[src/common/eew_pkg.sv]
package eew_pkg;
    // ----------------------------------------
    // Clock and timing
    // ----------------------------------------
    localparam int CLK_PERIOD_NS = 4;
    localparam int STANDBY_DELAY_NS = 200;
    localparam int STANDBY_DELAY_CYC = (STANDBY_DELAY_NS + CLK_PERIOD_NS - 1) / CLK_PERIOD_NS;
    localparam int WRITE_TYP_US = 5000;
    localparam int WRITE_MAX_US = 10000;
    localparam int WRITE_TYP_CYC = (WRITE_TYP_US * 1000) / CLK_PERIOD_NS;
    localparam int WRITE_MAX_CYC = (WRITE_MAX_US * 1000) / CLK_PERIOD_NS;
    // ----------------------------------------
    // Serial byte layout
    // ----------------------------------------
    localparam int ADDR_W = 7;
    localparam int RW_BIT = 0;
    localparam logic [3:0] BITS_PER_BYTE = 4'h8;
    localparam logic [3:0] ACK_SLOT = 4'h9;
    localparam logic [6:0] DEV_ADDR_RST = 7'h2A; // Arbitrary select value
    // ----------------------------------------
    // Power and bus states
    // ----------------------------------------
    typedef enum logic [2:0] {
        ST_STANDBY,
        ST_ADDR,
        ST_WRITE,
        ST_READ,
        ST_LINGER,
        ST_PROGRAM
    } eew_state_t;
endpackage : eew_pkg

[src/common/eew_timer_if.sv]
`timescale 1ns/1ps
interface eew_timer_if;
    logic launch;
    logic busy;
    logic done;
    modport ctrl (output launch, input busy, input done);
    modport timer (input launch, output busy, output done);
endinterface : eew_timer_if

[src/hw/eew_write_timer.sv]
`timescale 1ns/1ps
module eew_write_timer #(
    parameter int WRITE_CYCLES = eew_pkg::WRITE_TYP_CYC,
    parameter int CNT_W = 22
) (
    input wire logic core_clk,
    input wire logic sys_rst,
    eew_timer_if.timer wt
);
    import eew_pkg::*;

    if (WRITE_CYCLES < 1 || WRITE_CYCLES > WRITE_MAX_CYC ||
            WRITE_CYCLES >= (1 << CNT_W)) begin : g_bad_cycles
        $error("eew_write_timer: WRITE_CYCLES out of range");
    end

    logic [CNT_W-1:0] cnt_reg;
    logic [CNT_W-1:0] elapsed_reg;
    logic busy_reg;
    logic done_reg;

    // ----------------------------------------
    // Self-timed write countdown
    // ----------------------------------------
    always_ff @(posedge core_clk) begin
        if (sys_rst) begin
            busy_reg <= 1'b0;
            done_reg <= 1'b0;
            cnt_reg <= '0;
        end else begin
            done_reg <= 1'b0;
            if (wt.launch && !busy_reg) begin
                busy_reg <= 1'b1;
                cnt_reg <= CNT_W'(WRITE_CYCLES - 1);
            end else if (busy_reg) begin
                if (cnt_reg == '0) begin
                    busy_reg <= 1'b0;
                    done_reg <= 1'b1;
                end else begin
                    cnt_reg <= cnt_reg - 1'b1;
                end
            end
        end
    end

    assign wt.busy = busy_reg;
    assign wt.done = done_reg;

    // Checking aid only
    always_ff @(posedge core_clk) begin
        if (sys_rst || !busy_reg) begin
            elapsed_reg <= '0;
        end else begin
            elapsed_reg <= elapsed_reg + 1'b1;
        end
    end
endmodule : eew_write_timer

[src/hw/eew_core.sv]
`timescale 1ns/1ps
// Behaviour
// - Any start condition wakes the device from standby into active.
// - Address mismatch returns to standby at the ninth clock after start.
// - A stop that launches no write gives standby 200 ns later.
// - Stop ending a write launches it; stay active until it finishes.
// - Internal write completes within 10 ms of its stop, typically 5 ms.
// - During the internal write the bus is ignored and address not acknowledged.
// - During the internal write the data line is never pulled low.
module eew_core #(
    parameter logic [eew_pkg::ADDR_W-1:0] DEV_ADDR = eew_pkg::DEV_ADDR_RST,
    parameter int WRITE_CYCLES = eew_pkg::WRITE_TYP_CYC
) (
    input wire logic core_clk,
    input wire logic sys_rst,
    input wire logic scl_in,
    input wire logic sda_in,
    output logic sda_out,
    output logic sda_oe,
    input wire logic [7:0] rd_data,
    output logic rd_req,
    output logic [7:0] wr_data,
    output logic wr_strobe,
    output logic active,
    output logic write_busy
);
    import eew_pkg::*;

    if (STANDBY_DELAY_CYC < 2 || STANDBY_DELAY_CYC > 257) begin : g_bad_delay
        $error("eew_core: standby delay does not fit the linger counter");
    end

    logic scl_m_reg, scl_s_reg, scl_d_reg;
    logic sda_m_reg, sda_s_reg, sda_d_reg;
    logic scl_rise, scl_fall, start_det, stop_det, nine_rise, addr_hit;
    logic [3:0] bit_cnt_reg;
    logic [7:0] shift_reg, tx_reg, linger_reg, wr_data_reg;
    logic nack_reg, wrote_reg, launch_reg;
    logic sda_oe_reg, sda_out_reg, rd_req_reg, wr_strobe_reg, active_reg, busy_reg;
    eew_state_t state_reg;
    eew_timer_if wt ();

    // ----------------------------------------
    // Pin synchronisers
    // ----------------------------------------
    always_ff @(posedge core_clk) begin
        if (sys_rst) begin
            {scl_d_reg, scl_s_reg, scl_m_reg} <= 3'h7;
            {sda_d_reg, sda_s_reg, sda_m_reg} <= 3'h7;
        end else begin
            {scl_d_reg, scl_s_reg, scl_m_reg} <= {scl_s_reg, scl_m_reg, scl_in};
            {sda_d_reg, sda_s_reg, sda_m_reg} <= {sda_s_reg, sda_m_reg, sda_in};
        end
    end

    assign scl_rise = scl_s_reg && !scl_d_reg;
    assign scl_fall = !scl_s_reg && scl_d_reg;
    assign start_det = scl_s_reg && scl_d_reg && sda_d_reg && !sda_s_reg;
    assign stop_det = scl_s_reg && scl_d_reg && !sda_d_reg && sda_s_reg;
    assign nine_rise = scl_rise && (bit_cnt_reg == BITS_PER_BYTE);
    assign addr_hit = (shift_reg[7:1] == DEV_ADDR);

    // ----------------------------------------
    // Bit counter and receive shifter
    // ----------------------------------------
    always_ff @(posedge core_clk) begin
        if (sys_rst || start_det || stop_det) begin
            bit_cnt_reg <= 4'h0;
        end else if (scl_rise) begin
            bit_cnt_reg <= bit_cnt_reg + 4'h1;
        end else if (scl_fall && bit_cnt_reg == ACK_SLOT) begin
            bit_cnt_reg <= 4'h0;
        end
    end

    always_ff @(posedge core_clk) begin
        if (sys_rst) begin
            shift_reg <= 8'h00;
        end else if (scl_rise && bit_cnt_reg < BITS_PER_BYTE) begin
            shift_reg <= {shift_reg[6:0], sda_s_reg};
        end
    end

    // ----------------------------------------
    // Power state machine
    // ----------------------------------------
    always_ff @(posedge core_clk) begin
        if (sys_rst) begin
            state_reg <= ST_STANDBY;
        end else begin
            unique case (state_reg)
                ST_STANDBY: begin
                    if (start_det)
                        state_reg <= ST_ADDR;
                end
                ST_ADDR: begin
                    if (stop_det)
                        state_reg <= ST_LINGER;
                    else if (nine_rise && !addr_hit)
                        state_reg <= ST_STANDBY;
                    else if (nine_rise)
                        state_reg <= shift_reg[RW_BIT] ? ST_READ : ST_WRITE;
                end
                ST_WRITE: begin
                    if (stop_det)
                        state_reg <= wrote_reg ? ST_PROGRAM : ST_LINGER;
                    else if (start_det)
                        state_reg <= ST_ADDR;
                end
                ST_READ: begin
                    if (stop_det)
                        state_reg <= ST_LINGER;
                    else if (start_det)
                        state_reg <= ST_ADDR;
                end
                ST_LINGER: begin
                    if (start_det)
                        state_reg <= ST_ADDR;
                    else if (linger_reg == 8'h00)
                        state_reg <= ST_STANDBY;
                end
                ST_PROGRAM: begin
                    // Starts are ignored here; polling masters see no acknowledge
                    if (wt.done)
                        state_reg <= ST_STANDBY;
                end
                default: state_reg <= ST_STANDBY;
            endcase
        end
    end

    // Load so that standby arrives exactly the delay after the stop
    always_ff @(posedge core_clk) begin
        if (sys_rst || state_reg != ST_LINGER) begin
            linger_reg <= 8'(STANDBY_DELAY_CYC - 2);
        end else if (linger_reg != 8'h00) begin
            linger_reg <= linger_reg - 8'h01;
        end
    end

    // ----------------------------------------
    // Write sequence and launch
    // ----------------------------------------
    always_ff @(posedge core_clk) begin
        if (sys_rst) begin
            wrote_reg <= 1'b0;
            launch_reg <= 1'b0;
            wr_data_reg <= 8'h00;
            wr_strobe_reg <= 1'b0;
        end else begin
            launch_reg <= (state_reg == ST_WRITE) && stop_det && wrote_reg;
            wr_strobe_reg <= 1'b0;
            if (state_reg == ST_WRITE && nine_rise) begin
                wr_data_reg <= shift_reg;
                wr_strobe_reg <= 1'b1;
                wrote_reg <= 1'b1;
            end else if (start_det || stop_det) begin
                wrote_reg <= 1'b0;
            end
        end
    end

    assign wt.launch = launch_reg;

    eew_write_timer #(
        .WRITE_CYCLES(WRITE_CYCLES)
    ) u_timer (
        .core_clk(core_clk),
        .sys_rst(sys_rst),
        .wt(wt)
    );

    // ----------------------------------------
    // Data line drive: acknowledge and read bits
    // ----------------------------------------
    always_ff @(posedge core_clk) begin
        if (sys_rst || start_det) begin
            nack_reg <= 1'b0;
        end else if (state_reg == ST_READ && nine_rise) begin
            nack_reg <= sda_s_reg;
        end
    end

    always_ff @(posedge core_clk) begin
        if (sys_rst) begin
            sda_oe_reg <= 1'b0;
            tx_reg <= 8'h00;
            rd_req_reg <= 1'b0;
        end else begin
            rd_req_reg <= 1'b0;
            if (state_reg == ST_PROGRAM || start_det || stop_det) begin
                sda_oe_reg <= 1'b0;
            end else if (scl_fall && bit_cnt_reg == BITS_PER_BYTE) begin
                sda_oe_reg <= (state_reg == ST_ADDR && addr_hit) || state_reg == ST_WRITE;
            end else if (scl_fall && bit_cnt_reg == ACK_SLOT) begin
                sda_oe_reg <= (state_reg == ST_READ) && !nack_reg && !rd_data[7];
                if (state_reg == ST_READ && !nack_reg) begin
                    tx_reg <= {rd_data[6:0], 1'b1};
                    rd_req_reg <= 1'b1;
                end
            end else if (scl_fall && state_reg == ST_READ && !nack_reg) begin
                sda_oe_reg <= !tx_reg[7];
                tx_reg <= {tx_reg[6:0], 1'b1};
            end else if (scl_fall) begin
                sda_oe_reg <= 1'b0;
            end
        end
    end

    // ----------------------------------------
    // Registered outputs
    // ----------------------------------------
    // Status lags the state by one cycle to keep outputs on flops
    always_ff @(posedge core_clk) begin
        if (sys_rst) begin
            sda_out_reg <= 1'b0;
            active_reg <= 1'b0;
            busy_reg <= 1'b0;
        end else begin
            sda_out_reg <= 1'b0;
            active_reg <= (state_reg != ST_STANDBY);
            busy_reg <= (state_reg == ST_PROGRAM);
        end
    end

    assign sda_out = sda_out_reg;
    assign sda_oe = sda_oe_reg;
    assign rd_req = rd_req_reg;
    assign wr_data = wr_data_reg;
    assign wr_strobe = wr_strobe_reg;
    assign active = active_reg;
    assign write_busy = busy_reg;
endmodule : eew_core

[config.mk]
export PLATFORM = sky130hd
export DESIGN_NAME = eew_core
export DESIGN_NICKNAME = d
export VERILOG_FILES = /design/src/common/eew_pkg.sv /design/src/common/eew_timer_if.sv /design/src/hw/eew_write_timer.sv /design/src/hw/eew_core.sv
export SDC_FILE = /design/constraint.sdc
export NUM_CORES = 1
export LEC_CHECK = 0
export BUFFER_PORTS_ARGS = -buffer_cell sky130_fd_sc_hd__buf_4
export CAP_MARGIN = 20
export CORE_ASPECT_RATIO = 2
export CORE_MARGIN = 1
export CORE_UTILIZATION = 45
export DETAILED_ROUTE_END_ITERATION = 7
export HOLD_SLACK_MARGIN = 0.1
export SLEW_MARGIN = 20
export SYNTH_ARGS = -nofsm -noshare
export SYNTH_HDL_FRONTEND = slang
export SYNTH_SLANG_ARGS = --single-unit
[constraint.sdc]
create_clock -name core_clk -period 2 [get_ports core_clk]
set_input_delay 0.1 -clock core_clk [delete_from_list [all_inputs] [get_ports core_clk]]
set_output_delay 0.1 -clock core_clk [all_outputs]
set_load 0.005 [all_outputs]
==> summary.md <==
The number of antenna violations at the first check in global routing was 0; the average instance area after synthesis was 8.74 sq um. Summing every instance area after synthesis gives 0.00343 sq mm. The part of the cycle the worst path needs is 95.9%. The xor/xnor share of the synthesized area is 6.12%. Hold is met by 0.128 ns. The worst-case IR drop observed on VDD is 0.454 mV.

The total congestion overflow after global routing was 0; the highest fanout seen on the critical path was 5. From bottom edge to top edge, the die measures 126 um. TritonCTS built the clock tree. Area added between synthesis and finish: 22.3%.

By startpoint and endpoint, the worst setup path is classified as flop to flop. Row generation in the floorplan step produced 44 rows. The tools report the synthesized instance count as 393. After the first detailed-routing iteration, the DRC count stood at 102.

Total power for the finished layout comes to 3.28 mW. The fill cell instance count of the final layout was 699. At the end of the flow, the number of nets in the layout was 458.

The flow ran to the end, and the final reports show no timing, DRC or antenna violations. The register with the most flip-flops in the layout has 22 of them. The number of nets in the synthesized netlist is 411. STA classifies the critical path endpoint as a flop. The transition time at the pin with the least slew margin came out at 0.519 ns. The number of antenna cells inserted is 0, and the worst path setup slack after routing is 0.0811 ns. In this run the tool buffered the top-level ports with 24 buffer cells. The H-tree was split into 3 levels. Routability-driven placement finished with a final weighted congestion of 0.845.

The logs give 0 for the final number of max-transition violations and 9 for the total clock buffers created by CTS. Dividing the detail-routed via count by the number of cells gives 5.34. The kind of start point of the critical path is a flop. Setup violations remaining at the end of the flow were counted as 0.

In this run the horizontal extent of the chip is 63.8 um. The share of synthesized cell area in full adder, half adder and majority cells is 2.19%, and the largest clock skew in the final design is 0.00599 ns. The initial utilization of the core area, before any placement, comes to 46.9%. The maximum clock frequency was 0.521 GHz; the clock insertion delay at the later pin of the skew report was 0.33 ns. The synthesized design contains 77 register bits. For this block, the routed nets add up to 7650 um of wire.

In this run the tightest slew margin relative to its limit is 65.3%. The core region is 0.00732 sq mm. In this run the static leakage power is 1.62 nW. The layout cell share with drive strength beyond 1 is 19.3%.

The shortest period the worst path allows was 1.92 ns; the count of max-cap constraint violations was 0. The portion of synthesized area spent on multiplexers is 4.95%. CTS placed an instance of sky130_fd_sc_hd__clkbuf_16 at the clock tree root. The first global-routing pass estimated 12400 um of wire. Final hold violation count: 0. Power spread over the standard cell area amounts to 782 mW/mm^2.

STA puts the critical path data arrival time at 2.11 ns. Sequential elements use 44.9% of the synthesized area. The placement-stage worst setup slack was 0.0270 ns; the number of warnings reported in the yosys synthesis log was 0.

The clock-pin slew reported for the worst setup and hold paths after clock tree synthesis came out at 0.06 ns. The startpoint of the worst register-to-register path is u_timer.cnt_reg[6]$_SDFFE_PP0P_. Class of the tightest hold or removal check: input pin to flop. Of the total synthesized cell area, the portion taken by AND, OR, NAND and NOR gates is 25.0%.

The detailed-route DRC error count is 0. Via count of the first global-routing pass: 2720. The die area was 0.00801 sq mm; the maximum buffer depth of the clock tree was 2.

Average wire per standard cell: 14.3 um. After legalization and detailed placement, the total HPWL measured 5490 um. Counting every sink on the clock net gives 77.

The start point of the critical path was u_timer.cnt_reg[6]$_SDFFE_PP0P_. Before antenna repair, the detailed router went through 4 iterations. For the number of library cell types mapped by synthesis, the log shows 47. The synthesized netlist devotes 13.6% of its cell area to compound gates.

Main combinational cell family by area after synthesis: simple AND/OR/NAND/NOR gates. The worst hold path begins at rd_data[3]. The post-route antenna net violation count is 0. Pin placement for this block handled 26 I/O pins.

Detailed routing inserted a total of 2866 vias. The global routing usage summed across all routing layers is 19.8%, and the data required time of the critical path is 2.19 ns. Entering global routing, the biggest net connects 49 pins.
==> power by group <==
part	leakage [nW]	internal (mW)	switching [mW]
Sequential	0.622	1.55	0.0171
Combinational	0.853	0.0537	0.0707
Clock	0.144	0.971	0.621
==> cells by family (layout without fill, tap and decap cells) <==
| logic type | after synthesis | in the layout |
|---|---|---|
| and+or+nand+nor | 168 | 168 |
| DFF | 77 | 77 |
| AOI/OAI and AO/OA | 74 | 74 |
| buffers and inverters | 26 | 78 |
| xor gates and xnor gates | 24 | 24 |
| muxes | 17 | 17 |
| adders and majority gates | 6 | 6 |
| other | 1 | 1 |
==> layout by cell type (no fill, tap or decap), types with 11 or more instances in the layout <==
cell type,n
sky130_fd_sc_hd__xnor2_1,13
sky130_fd_sc_hd__nand2_1,26
sky130_fd_sc_hd__o21ai_0,18
sky130_fd_sc_hd__mux2i_1,17
sky130_fd_sc_hd__nor3_1,16
sky130_fd_sc_hd__xor2_1,11
sky130_fd_sc_hd__nor2_1,59
sky130_fd_sc_hd__dfxtp_1,77
sky130_fd_sc_hd__a21oi_1,27
sky130_fd_sc_hd__a211oi_1,14
sky130_fd_sc_hd__buf_4,51
==> cell type report <==
class	instances	area, sq um	area share (%)
Tap cell	92	115	2.74
Multi-Input combinational cell	290	1810	43.1
Clock buffer	11	233	5.54
Timing Repair Buffer	54	408	9.71
Inverter	8	30.0	0.715
Sequential cell	77	1540	36.7
Clock inverter	5	61.3	1.46
==> timing repair <==
action                                 4_1_cts  5_1_grt
setup buffers                                0        2
gates resized for setup                      1        6
hold buffers                                 2        0
endpoints found under the hold margin        2        0
gates cloned                                 0        1
setup endpoints to repair                    1        7
pin swaps                                    0        4
==> per-layer routing <==
metal | share of wire (%) | GRT usage [%]
met1 | 39 | 20.0
met2 | 57 | 38.3
met3 | 2.4 | 3.38
met4 | 1.6 | 8.16
met5 | 0 | 0
==> per-stage QoR <==
step           cells  utilization [%]  setup TNS [ns]  cell area, sq um
6_report         537             57.3               0              4200
2_1_floorplan    393                -               0              3430
3_5_place_dp     516             52.4               0              3840
5_1_grt          537             57.3        -0.00618              4200
3_3_place_gp     516             52.4         -0.0176              3840
4_1_cts          534             56.7               0              4150
==> path summary, 6_finish.rpt <==
kind                                                        end  slack (ns)  depth (start not counted)
worst max-delay path            u_timer.cnt_reg[6]$_SDFFE_PP0P_        0.08                          7
worst min-delay path                     tx_reg[4]$_SDFFE_PP0P_        0.13                          3
worst max register to register  u_timer.cnt_reg[6]$_SDFFE_PP0P_        0.08                          7
worst min register to register             scl_s_reg$_SDFF_PP1_        0.41                          1
==> cells in the mapped netlist (all sizes together) <==
library cell,count,area share [%]
dfxtp,77,45
nor2,59,6.4
a21oi,27,3.9
nand2,26,2.8
o21ai,18,2.6
mux2i,17,5.0
nor3,16,2.3
a211oi,14,3.1
clkbuf,14,1.5
xnor2,13,3.3
xor2,11,2.8
nand3,10,1.5
or2,10,1.8
inv,8,0.87
nor2b,8,1.5
ha,6,2.2
nand2b,6,1.1
nor4,6,1.1
buf,4,0.80
nand3b,4,0.87
nand4,4,0.73
or3,4,0.91
a31oi,3,0.55
and4b,3,0.87
nor4b,3,0.77
or4,3,0.87
a2111oi,2,1.1
a21o,2,0.44
a311oi,2,0.51
and3,2,0.36
nor3b,2,0.44
a21boi,1,0.22
a22oi,1,0.22
conb,1,0.11
nor4bb,1,0.29
o21a,1,0.22
o21ba,1,0.29
o22ai,1,0.18
o311a,1,0.29
or4b,1,0.29
==> worst max-delay path, stage by stage (launching register included) <==
cell and delay [ns]:
sky130_fd_sc_hd__dfxtp_1 0.33, sky130_fd_sc_hd__or4_4 0.55, sky130_fd_sc_hd__nor4_4 0.29, sky130_fd_sc_hd__buf_4 0.18, sky130_fd_sc_hd__buf_4 0.11, sky130_fd_sc_hd__a211oi_1 0.08, sky130_fd_sc_hd__xnor2_1 0.15, sky130_fd_sc_hd__a21oi_1 0.08
Power figures use the tool's default switching activity.
